==> src/design/charger_defines.svh <==
// Timing counts and encodings for the charger status supervisor
`ifndef CHARGER_DEFINES_SVH
`define CHARGER_DEFINES_SVH

`define CLK_PERIOD_NS          40
`define REQUEST_LOW_TIME_NS    200
`define REQUEST_LOW_CYCLES     ((`REQUEST_LOW_TIME_NS + `CLK_PERIOD_NS - 1) / `CLK_PERIOD_NS)
`define REQUEST_MAX_CYCLES     250
`define REPORT_DELAY_CYCLES    25
`define REPORT_HALF_CYCLES     25
`define FLASH_HALF_CYCLES      6250000

`define CODE_DIE_HOT           5'h01
`define CODE_BATT_TEMP         5'h02
`define CODE_OVERVOLT          5'h03
`define CODE_HIGH_BASE         5'h0D
`define CODE_LOW_BASE          5'h12
`define CODE_REPORT_ERROR      5'h17

`endif

==> src/design/charger_pkg.sv <==
// Types shared by the charger status supervisor
package charger_pkg;

   typedef enum logic [2:0] {
      PH_SLEEP,
      PH_PRECOND,
      PH_CC,
      PH_CV,
      PH_DONE,
      PH_FAULT
   } phase_t;

   typedef struct packed {
      logic supply_ok;
      logic supply_above_reduction;
      logic battery_present;
      logic batt_above_precond;
      logic batt_at_regulation;
      logic batt_above_overvoltage;
      logic batt_below_recharge;
      logic current_below_term;
      logic thermistor_above_low;
      logic thermistor_below_high;
      logic die_over_temp;
   } sense_t;

   typedef struct packed {
      logic die_hot;
      logic batt_temp;
      logic overvolt;
   } fault_t;

endpackage

==> src/design/charger_status_supervisor.sv <==
// Charger supervisor: phase control, faults, LEDs and status reply
`timescale 1ns/10ps
`default_nettype none
`include "charger_defines.svh"
module charger_status_supervisor
   import charger_pkg::*;
#(
   parameter int FLASH_HALF = `FLASH_HALF_CYCLES,
   parameter int REQ_MAX    = `REQUEST_MAX_CYCLES,
   parameter int DELAY      = `REPORT_DELAY_CYCLES,
   parameter int HALF       = `REPORT_HALF_CYCLES
)(
   input  wire logic    clk,
   input  wire logic    reset_n,
   input  wire logic    charge_enable,
   input  wire logic    charge_level_select,
   input  wire sense_t  sense,
   input  wire logic    data_in,
   output logic         data_out,
   output logic         data_oe,
   output logic         status_output_a_out,
   output logic         status_output_a_oe,
   output logic         status_output_b_out,
   output logic         status_output_b_oe,
   output logic         pass_enable,
   output logic         high_charge_level,
   output logic         low_charge_level,
   output logic         precondition_current,
   output logic         charge_reduction,
   output phase_t       phase,
   output fault_t       faults
);
   initial
   begin
      if (FLASH_HALF < 1)
         $error("charger_status_supervisor: FLASH_HALF must be positive");
      // The reporter counts in 16 bits; longer spans would be cut to their low 16 bits
      if (REQ_MAX <= `REQUEST_LOW_CYCLES || REQ_MAX > 65535)
         $error("charger_status_supervisor: REQ_MAX out of range");
      if (DELAY < 1 || DELAY > 65535)
         $error("charger_status_supervisor: DELAY out of range");
      if (HALF < 1 || HALF > 65535)
         $error("charger_status_supervisor: HALF out of range");
   end

   phase_t      phase_reg;
   phase_t      phase_next;
   fault_t      fault_now;
   logic        thermistor_ok;
   logic        any_fault;
   logic        reduction_now;
   logic        flash_reg;
   logic [31:0] flash_cnt_reg;
   logic [4:0]  code_now;
   logic        reply_oe;
   logic        reply_busy;

   // Fresh start phase chosen from cell voltage alone
   function automatic phase_t entry_phase(input sense_t s);
      if (!s.batt_above_precond)
         entry_phase = PH_PRECOND;
      else if (!s.batt_at_regulation)
         entry_phase = PH_CC;
      else
         entry_phase = PH_CV;
   endfunction

   // Phase offset inside a report block
   function automatic logic [4:0] phase_offset(input phase_t p, input logic r);
      unique case (p)
         PH_PRECOND: phase_offset = 5'h00;
         PH_CC:      phase_offset = r ? 5'h01 : 5'h02;
         PH_CV:      phase_offset = 5'h03;
         PH_DONE:    phase_offset = 5'h04;
         default:    phase_offset = 5'h1F;
      endcase
   endfunction

   // Supply and enable gate the phase, pass element and LEDs
   function automatic logic charge_allowed(input logic en, input sense_t s);
      charge_allowed = en && s.supply_ok;
   endfunction

   // Phases in which the pass element conducts
   function automatic logic phase_draws_current(input phase_t p);
      unique case (p)
         PH_PRECOND, PH_CC, PH_CV: phase_draws_current = 1'b1;
         default:                  phase_draws_current = 1'b0;
      endcase
   endfunction

   // Reply code: faults first, then level block plus phase offset
   function automatic logic [4:0] report_code(input fault_t f,
                                              input phase_t p,
                                              input logic   r,
                                              input logic   hi);
      logic [4:0] off;
      off = phase_offset(p, r);
      if (f.die_hot)
         report_code = `CODE_DIE_HOT;
      else if (f.batt_temp)
         report_code = `CODE_BATT_TEMP;
      else if (f.overvolt)
         report_code = `CODE_OVERVOLT;
      else if (off == 5'h1F)
         report_code = `CODE_REPORT_ERROR;
      else if (hi)
         report_code = `CODE_HIGH_BASE + off;
      else
         report_code = `CODE_LOW_BASE + off;
   endfunction

   assign thermistor_ok = sense.thermistor_above_low
                          && sense.thermistor_below_high;
   assign fault_now.die_hot   = sense.die_over_temp;
   assign fault_now.batt_temp = !thermistor_ok;
   assign fault_now.overvolt  = sense.batt_above_overvoltage;
   assign any_fault = fault_now.die_hot || fault_now.batt_temp
                      || fault_now.overvolt;
   assign reduction_now = !sense.supply_above_reduction;

   always_comb
   begin
      phase_next = phase_reg;
      if (!charge_allowed(charge_enable, sense))
         phase_next = PH_SLEEP;
      else if (any_fault)
         phase_next = PH_FAULT;
      else
      begin
         unique case (phase_reg)
            PH_SLEEP, PH_FAULT:
               // Every restart reassesses the cell from scratch
               phase_next = sense.battery_present
                            ? entry_phase(sense) : PH_SLEEP;
            PH_PRECOND:
               if (sense.batt_above_precond)
                  phase_next = PH_CC;
            PH_CC:
               if (sense.batt_at_regulation)
                  phase_next = PH_CV;
            PH_CV:
               if (sense.current_below_term)
                  phase_next = PH_DONE;
            PH_DONE:
               if (sense.batt_below_recharge)
                  phase_next = entry_phase(sense);
         endcase
      end
   end

   always_ff @(posedge clk)
   begin
      if (!reset_n)
         phase_reg <= PH_SLEEP;
      else
         phase_reg <= phase_next;
   end

   // Pass element conducts only in a charging phase
   always_ff @(posedge clk)
   begin
      if (!reset_n)
         pass_enable <= 1'b0;
      else
         pass_enable <= phase_draws_current(phase_next);
   end

   always_ff @(posedge clk)
   begin
      if (!reset_n)
      begin
         high_charge_level <= 1'b0;
         low_charge_level  <= 1'b0;
      end
      else
      begin
         high_charge_level <= charge_level_select;
         low_charge_level  <= !charge_level_select;
      end
   end

   // Analog side scales the trickle current from this flag
   always_ff @(posedge clk)
   begin
      if (!reset_n)
         precondition_current <= 1'b0;
      else
         precondition_current <= (phase_next == PH_PRECOND);
   end

   // Reduction only matters while fast charge current flows
   always_ff @(posedge clk)
   begin
      if (!reset_n)
         charge_reduction <= 1'b0;
      else
         charge_reduction <= reduction_now
                             && (phase_next == PH_CC);
   end

   always_ff @(posedge clk)
   begin
      if (!reset_n)
         phase <= PH_SLEEP;
      else
         phase <= phase_next;
   end

   always_ff @(posedge clk)
   begin
      if (!reset_n)
         faults <= '0;
      else
         faults <= fault_now;
   end

   // Divider for the no-battery blink; rate is fixed, not capacitor-set
   always_ff @(posedge clk)
   begin
      if (!reset_n)
      begin
         flash_cnt_reg <= 32'h00000000;
         flash_reg     <= 1'b0;
      end
      else if (flash_cnt_reg + 32'h00000001 >= 32'(FLASH_HALF))
      begin
         flash_cnt_reg <= 32'h00000000;
         flash_reg     <= !flash_reg;
      end
      else
         flash_cnt_reg <= flash_cnt_reg + 32'h00000001;
   end

   // Open-drain: drive low when on, release when off
   always_ff @(posedge clk)
   begin
      if (!reset_n)
      begin
         status_output_a_out <= 1'b0;
         status_output_a_oe  <= 1'b0;
         status_output_b_out <= 1'b0;
         status_output_b_oe  <= 1'b0;
      end
      else
      begin
         status_output_a_out <= 1'b0;
         status_output_b_out <= 1'b0;
         if (!charge_allowed(charge_enable, sense))
         begin
            status_output_a_oe <= 1'b0;
            status_output_b_oe <= 1'b0;
         end
         else if (any_fault)
         begin
            status_output_a_oe <= 1'b1;
            status_output_b_oe <= 1'b1;
         end
         else if (!sense.battery_present)
         begin
            status_output_a_oe <= flash_reg;
            status_output_b_oe <= flash_reg;
         end
         else if (phase_reg == PH_DONE)
         begin
            status_output_a_oe <= 1'b0;
            status_output_b_oe <= 1'b1;
         end
         else if (phase_reg == PH_SLEEP)
         begin
            status_output_a_oe <= 1'b0;
            status_output_b_oe <= 1'b0;
         end
         else
         begin
            status_output_a_oe <= 1'b1;
            status_output_b_oe <= 1'b0;
         end
      end
   end

   // Die heat outranks battery temp outranks over-voltage
   assign code_now = report_code(fault_now, phase_reg, reduction_now,
                                 charge_level_select);

   status_reporter #(
      .REQ_MIN (`REQUEST_LOW_CYCLES),
      .REQ_MAX (REQ_MAX),
      .DELAY   (DELAY),
      .HALF    (HALF)
   ) reporter (
      .clk     (clk),
      .reset_n (reset_n),
      .line_in (data_in),
      .code_in (code_now),
      .line_oe (reply_oe),
      .busy    (reply_busy)
   );

   // The line is only ever sunk; the pull-up makes every high
   always_ff @(posedge clk)
   begin
      if (!reset_n)
         data_out <= 1'b0;
      else
         data_out <= 1'b0;
   end

   always_ff @(posedge clk)
   begin
      if (!reset_n)
         data_oe <= 1'b0;
      else
         data_oe <= reply_oe && reply_busy;
   end
endmodule // charger_status_supervisor
`default_nettype wire

==> src/design/status_reporter.sv <==
// Single-wire status reply engine: request detect and pulse train
`timescale 1ns/10ps
`default_nettype none
`include "charger_defines.svh"
module status_reporter
   import charger_pkg::*;
#(
   parameter int REQ_MIN    = `REQUEST_LOW_CYCLES,
   parameter int REQ_MAX    = `REQUEST_MAX_CYCLES,
   parameter int DELAY      = `REPORT_DELAY_CYCLES,
   parameter int HALF       = `REPORT_HALF_CYCLES
)(
   input  wire logic       clk,
   input  wire logic       reset_n,
   input  wire logic       line_in,
   input  wire logic [4:0] code_in,
   output logic            line_oe,
   output logic            busy
);
   initial
   begin
      if (REQ_MIN < 1 || REQ_MAX <= REQ_MIN || DELAY < 1 || HALF < 1)
         $error("status_reporter: bad timing parameters");
   end

   typedef enum logic [1:0] {R_IDLE, R_REQ, R_WAIT, R_SEND} rstate_t;
   rstate_t     state_reg;
   logic [15:0] cnt_reg;
   logic [4:0]  code_reg;
   logic [4:0]  left_reg;
   logic        prev_reg;

   always_ff @(posedge clk)
   begin
      if (!reset_n)
         prev_reg <= 1'b1;
      else
         prev_reg <= line_in;
   end

   always_ff @(posedge clk)
   begin
      if (!reset_n)
      begin
         state_reg <= R_IDLE;
         cnt_reg   <= 16'h0000;
         code_reg  <= 5'h00;
         left_reg  <= 5'h00;
         line_oe   <= 1'b0;
      end
      else
      begin
         unique case (state_reg)
            R_IDLE:
            begin
               cnt_reg <= 16'h0000;
               if (prev_reg && !line_in)
                  state_reg <= R_REQ;
            end
            R_REQ:
            begin
               // Count the low time; release ends the request
               if (line_in)
               begin
                  cnt_reg <= 16'h0000;
                  if (cnt_reg + 16'h0001 >= 16'(REQ_MIN)
                      && cnt_reg < 16'(REQ_MAX))
                  begin
                     code_reg  <= code_in;
                     state_reg <= R_WAIT;
                  end
                  else
                     state_reg <= R_IDLE;
               end
               else if (cnt_reg != 16'hFFFF)
                  cnt_reg <= cnt_reg + 16'h0001;
            end
            R_WAIT:
            begin
               if (cnt_reg + 16'h0001 >= 16'(DELAY))
               begin
                  cnt_reg   <= 16'h0000;
                  left_reg  <= code_reg;
                  line_oe   <= 1'b1;
                  state_reg <= R_SEND;
               end
               else
                  cnt_reg <= cnt_reg + 16'h0001;
            end
            R_SEND:
            begin
               // Line activity here is our own; requests are ignored
               if (cnt_reg + 16'h0001 >= 16'(HALF))
               begin
                  cnt_reg <= 16'h0000;
                  if (line_oe)
                  begin
                     line_oe  <= 1'b0;
                     left_reg <= left_reg - 5'h01;
                  end
                  else if (left_reg == 5'h00)
                     state_reg <= R_IDLE;
                  else
                     line_oe <= 1'b1;
               end
               else
                  cnt_reg <= cnt_reg + 16'h0001;
            end
         endcase
      end
   end

   always_ff @(posedge clk)
   begin
      if (!reset_n)
         busy <= 1'b0;
      else
         busy <= (state_reg == R_WAIT) || (state_reg == R_SEND);
   end
endmodule // status_reporter
`default_nettype wire

==> config.mk <==
export PLATFORM = sky130hd
export DESIGN_NAME = charger_status_supervisor
export DESIGN_NICKNAME = d
export VERILOG_FILES = /design/src/design/charger_pkg.sv /design/src/design/charger_status_supervisor.sv /design/src/design/status_reporter.sv
export VERILOG_INCLUDE_DIRS = /design/src /design/src/design
export SDC_FILE = /design/constraint.sdc
export NUM_CORES = 1
export LEC_CHECK = 0
export BUFFER_PORTS_ARGS = -buffer_cell sky130_fd_sc_hd__buf_4
export CAP_MARGIN = 5
export CORE_MARGIN = 1
export CORE_UTILIZATION = 50
export CTS_CLUSTER_SIZE = 28
export DETAILED_ROUTE_END_ITERATION = 6
export PLACE_DENSITY_LB_ADDON = 0.25
export SLEW_MARGIN = 20
export SYNTH_ARGS = -nofsm -noshare
export SYNTH_HDL_FRONTEND = slang
export SYNTH_SLANG_ARGS = --single-unit
==> constraint.sdc <==
create_clock -name clk -period 4 [get_ports clk]
set_clock_uncertainty 0.15 [all_clocks]
set_input_delay 0.8 -clock clk [delete_from_list [all_inputs] [get_ports clk]]
set_output_delay 0.8 -clock clk [all_outputs]
set_load 0.03 [all_outputs]
### Yosys cells after proc, flatten, opt, wreduce, memory -nomap -nowiden

Cells that the tools add are included.
Widths: inputs -> output; s select.

* $add $sub $neg: 5
* $mul: 0
* div/mod/pow operators: 0
* magnitude comparators: 4
* eq/ne operators: 21
* shift-type cells: 0
* mux-type cells: 46
* bitwise gates (word level): 1
* reduce and logical (&&, ||, !) cells: 27

Operator list (count)
* $mux 16: 3
* $pmux 16 s3: 1
* $mux 5: 8
* $add 32x1->32 const B: 1
* $ge 32x23->1 const B: 1
* $mux 3: 7
* $pmux 5 s4: 1
* $mux 2: 9
* $add 16x1->16 const B: 1
* $ge 16x3->1 const B: 1
* $ge 16x5->1 const B: 1
* $lt 16x8->1 const B: 1
* $ne 16x16->1 const B: 1
* $pmux 3 s5: 1
* $mux 1: 13
* $eq 3x2->1 const B: 4
* $ne 2x1->1 const B: 5
* $pmux 5 s2: 1
* $pmux 2 s4: 1
* $eq 3x1->1 const B: 2
* $eq 3x3->1 const B: 2
* $logic_and 1x1->1: 6
* $reduce_and 3->1: 2
* $reduce_and 6->1: 1
* other kinds (20): 30

* register bits: 78
* latch bits: 0
* RAM bits: 0
* bits in read-only memories: 0
* output and inout port bits: 17
* memories kept: 0

### Logic depth before layout (Yosys ltp)

* word-level depth: 9
* gate-level depth with buffers: 12
* depth with buffers taken out: 10

### Cells and area by module

A second synthesis with hierarchy kept.

* cell total of the unflattened synthesis: 536
* area, all modules: 4474.3 um2

Modules (own cells, without submodules)
* charger_status_supervisor: times used 1, cells each 302, area an instance 2542.4 um2
* status_reporter: times used 1, cells each 234, area an instance 1931.9 um2

### Worst setup path before layout

No wires, ideal clock.

* kind: reg2reg
* start point: register flash_cnt_reg[11]
* end point: register flash_cnt_reg[4]
* library setup time: 62 ps
* data arrival time: 2722 ps
* data required time: 3788 ps
* path slack: 1066 ps
* cell stages (with the launch flop): 12
* buffers on the path: 3
* period minus slack after synthesis: 2934 ps
* cell sequence: dfxtp_1 nand4_2 or4_1 buf_2 or4_4 mux2i_1 o21ai_1 nand4_2 or3_1 buf_6 buf_12 nor2_4

* longest elaborated chain between the ends: 3

RTL lines
* start: declaration: RTL line charger_status_supervisor.sv:53 `logic [31:0] flash_cnt_reg;`
* start signal: assignment: RTL line charger_status_supervisor.sv:232 `flash_cnt_reg <= flash_cnt_reg + 32'h00000001;`
* $add 32x1->32: RTL line charger_status_supervisor.sv:226 `else if (flash_cnt_reg + 32'h00000001 >= 32'(FLASH_HALF))`
* $ge 32x23->1: RTL line charger_status_supervisor.sv:226
* $reduce_or 2->1 (no line)

Every way passes these cells.
A chain may end at the register's enable or synchronous reset.

### Final worst setup path

* start point: register flash_cnt_reg[0]
* end point: register flash_cnt_reg[12]

* longest elaborated chain between the ends: 3

RTL lines (RTL line)
* $add 32x1->32 (*): charger_status_supervisor.sv:226, charger_status_supervisor.sv:232
* $ge 32x23->1: charger_status_supervisor.sv:226
* $reduce_or 2->1 (no line)

Mark *: on every way between the ends. The rest lies on a longest branch, timed or not.

==> metrics.sh <==
TIMING.CRITICAL_PATH.MAX_DELAY_FAMILY='simple AND/OR/NAND/NOR gates'
SETUP.WORST_PATH.END='flash_cnt_reg[12]'
CRIT_PATH_CELL_CHAIN='ha_1, nand4_1, or3_1, o2bb2ai_1, a221o_1, a221oi_1, nor3_1, or3_2, buf_4, nor2_4'
NUMBER_OF_MAXIMUM_CAPACITANCE_VIOLATIONS=0
ASYNCSETRESETFLOPFRACSYNTH=0
CTS-BUFFERS-INSERTED=9
N_ANTENNA_CELL=0
WORSTSETUPPATHDEPTH=10
GRT_PASS1_VIAS=3479
PLACED_CELL_AREA_UM2=4591
LAYOUT_COMMON_CELLS='sky130_fd_sc_hd__dfxtp_1 (78), sky130_fd_sc_hd__nand2_1 (46), sky130_fd_sc_hd__nor2_1 (38)'
WORSTPATHARRIVAL_NS=3.67
SYNTH_TOP_AREA_SHARE=0.3601
AREA_GROWTH_SYN_TO_LAYOUT_PCT=11.19
WIRE_LENGTH_OF_THE_FIRST_GLOBAL_ROUTING_PASS_UM=15390
HOLD_SLACK_NS=0.3199
POWER.SHARE.CLOCK=0.432
END_KIND='flop'
FLOORPLAN.DIE.WIDTH_UM=95.13
REG2REG_TO='flash_cnt_reg[12]'
SETUP.WORST_PATH.CLASS='flop to flop'
FIN_CRIT_NS=3.525
SYN_AREA_UM2=4337
SWITCHING_SHARE=0.2375
SHARE_SEQ_OF_TOTAL_POWER=0.508
RRSETUPSLACK_NS=0.47
DIE_H_UM=95.13
FINAL.SETUP.WORST_SLACK_NS=0.4748
VIA_COUNT=3773
ROUTE.DETAILED.DRC=0
CRITPATHBUFINV=1
POWER.STATIC_LEAKAGE_nW=1.745
DPL.HPWL_UM=6339
CLK_PIN_SLEW_WORST_PATHS_NS=0.09
NUMBER_OF_ANTENNA_VIOLATIONS_AT_THE_FIRST_CHECK_IN_GLOBAL_ROUTING=0
FIN_TOTAL_PWR_mW=1.572
CTS.HTREE.LEVELS=3
OUTCOME='completed'
LAYOUT.CELLS.MOST_COMMON='sky130_fd_sc_hd__dfxtp_1'
SYNTH_AREA_PER_CELL_UM2=8.340
P_SWITCHING_uW=373.4
PLACEMENTROWS=33
WORSTMARGINPINSLEW_NS=0.5548
SYN_INST=520
POWER_DENSITY_nW_PER_UM2=326.0
REG2REG_START='flash_cnt_reg[0]'
IRDROPWORSTVDD_uV=193.5
ROUTED_VIA_DENSITY=5.734
SYNTH.YOSYS.SEQ_AREA_SHARE=0.3601
LARGEST_REGISTER_FF_COUNT=32
WORST_HOLD_PATH_TYPE='flop to flop'
GP_CONGESTION=0.9208
CRITICAL_PATH.MAX_STAGE_DELAY_NS=0.66
DP_WORST_SETUP_SLACK_NS=0.4846
CP_LAUNCH_TYPE='flop'
LAYOUT.NETS=573
SYNTH_TOP_AREA_CELL='sky130_fd_sc_hd__dfxtp_1'
WORSTPATHMAXFANOUT=14
GRT_SETUP_UNREPAIRED='no'
CTS.REPAIR.RESIZED=0
FINAL_WORST_PATH_CYCLE_SHARE=0.8813
DETAILEDROUTE.FIRSTPASSITERATIONCOUNT=5
CLK_ROOT_BUFFER_CELL='sky130_fd_sc_hd__clkbuf_8'
CRITPATHSLOWESTCELL='sky130_fd_sc_hd__or3_2'
YOSYSUNIQUECELLTYPES=70
POST_CTS_HOLD_BUFFER_COUNT=0
YS_SEQ_ELEMENTS=78
CLOCK.FMAX_MHz=283.7
NUMBER_OF_SYNTHESIZED_FLOPS_WITH_AN_ENABLE_PIN=0
INSTANCES_NO_FILL=658
SYNTHFLOPTYPE='sky130_fd_sc_hd__dfxtp_1'
CLOCK_TREE.BUFFER_DEPTH=2
FINAL.SETUP.TNS_NS=0
FLOORPLAN.IO_PINS=33
DIE_AREA_UM2=9050
PLACEMENT.IO_BUFFERS=29
SYNTH-WARNING-COUNT=0
WL_PER_CELL_UM=13.32
CRIT_REQUIRED_NS=4.14
GRT_USE_TOTAL=0.2117
REGISTER_TO_REGISTER_PATH_DEPTH=10
INITIAL_UTIL=0.5225
P_INT_mW=1.199
MAXSLEWHEADROOM=0.6271
GRT_OVERFLOW_TOTAL=0
POWER_FRAC_COMB=0.060
CTS_SETUP_BUFFERS=0
UTILIZATION=0.5810
GRT_MAX_DEGREE=24
WIRE_LENGTH_AFTER_DETAILED_ROUTING_UM=8764
DRIVE_GT1_FRAC=0.1573
CORE-AREA_UM2=8299
CRIT_PATH_START='flash_cnt_reg[0]'
TIMING_MAX_TRANSITION_VIOLATIONS_FINAL=0
TIMING_HOLD_VIOLATIONS_FINAL=0
MIN_DELAY_PATH_DEPTH=2
PLACE.DETAILED.INSTANCES=642
POSTLAYOUTCELLAREA_UM2=4822
SYNTHTOPCELLSBYAREA='sky130_fd_sc_hd__dfxtp_1 (36%), sky130_fd_sc_hd__xor2_1 (4.6%), sky130_fd_sc_hd__nor2_4 (4.2%), sky130_fd_sc_hd__nand2_1 (4.0%), sky130_fd_sc_hd__xnor2_1 (3.6%)'
TRITONCTS='built'
SETUP_VIOLATIONS=0
CTS_NUM_SINKS=78
WORST_SKEW_PAIR.LATE_LATENCY_NS=0.34
DRT-INITIAL-DRC-COUNT=173
FINAL_ANTENNA_NET_COUNT=0
-- power groups by stage --
stage               sequential, mW  combinational, mW  clock, mW
finish                       0.799             0.0945      0.678
global route                 0.801              0.106      0.731
floorplan                    0.824             0.0535          0
detailed placement           0.817             0.0940          0
global placement             0.817             0.0920          0
CTS                          0.799             0.0942      0.694
-- per-layer routing --
| layer | global-route usage | routed length (µm) | vias to the layer above |
|---|---|---|---|
| met5 | 0 | 0 | - |
| met4 | 0.08333 | 136 | 0 |
| met3 | 0.03349 | 438 | 13 |
| met2 | 0.3381 | 3924 | 108 |
| met1 | 0.2847 | 4264 | 1752 |
| li1 | - | - | 1900 |
-- layout make-up --
class	count	area [µm²]
Multi-Input combinational cell	403	2564
Clock inverter	6	93.84
Timing Repair Buffer	33	247.7
Clock buffer	10	137.6
Tap cell	105	131.4
Inverter	23	86.33
Fill cell	755	3477
Sequential cell	78	1562
-- how the worst min path moves through the flow --
stage                               from                    end
CTS                 reporter.code_reg[0]   reporter.code_reg[0]
floorplan              reporter.prev_reg  reporter.state_reg[0]
finish              reporter.code_reg[0]   reporter.code_reg[0]
detailed placement      flash_cnt_reg[0]       flash_cnt_reg[0]
global route        reporter.code_reg[2]   reporter.code_reg[2]
global placement        flash_cnt_reg[0]       flash_cnt_reg[0]
-- worst reg2reg max path, stage by stage (launching register included) --
cell	delay, ns
sky130_fd_sc_hd__dfxtp_1	0.39
sky130_fd_sc_hd__ha_1	0.27
sky130_fd_sc_hd__nand4_1	0.17
sky130_fd_sc_hd__or3_1	0.48
sky130_fd_sc_hd__o2bb2ai_1	0.18
sky130_fd_sc_hd__a221o_1	0.30
sky130_fd_sc_hd__a221oi_1	0.30
sky130_fd_sc_hd__nor3_1	0.13
sky130_fd_sc_hd__or3_2	0.66
sky130_fd_sc_hd__buf_4	0.33
sky130_fd_sc_hd__nor2_4	0.13
-- cells in the mapped netlist, drive strengths merged, types with 2 or more instances --
master and instances:
a21o 2, xor2 23, nand3 29, a31oi 6
or3 9, clkbuf 13, nor3b 2, nor3 18
o31ai 3, nor2b 6, a2111oi 3, a211oi 2
ha 9, nor2 58, o211ai 3, dfxtp 78
o2bb2ai 2, and2 5, a22oi 2, nand2 46
nand4 14, or2 4, buf 14, nor4 8
a221oi 3, o211a 4, and3 10, xnor2 18
o21ba 2, o22ai 6, mux2i 4, o41ai 2
a311oi 2, or4 3, o21ai 33, a21oi 27
nand2b 7, o311ai 2, inv 23
-- cells by family after synthesis --
logic type	count (synthesis)	synth area share
and+or+nand+nor	224	0.2911
DFF	78	0.3601
AOI/OAI and AO/OA	112	0.1688
xor gates and xnor gates	41	0.08280
buffers and inverters	50	0.05857
other	1	0.0008647
adders and majority gates	9	0.02597
muxes	5	0.01183
No activity file was read; power rests on OpenSTA's default activity.
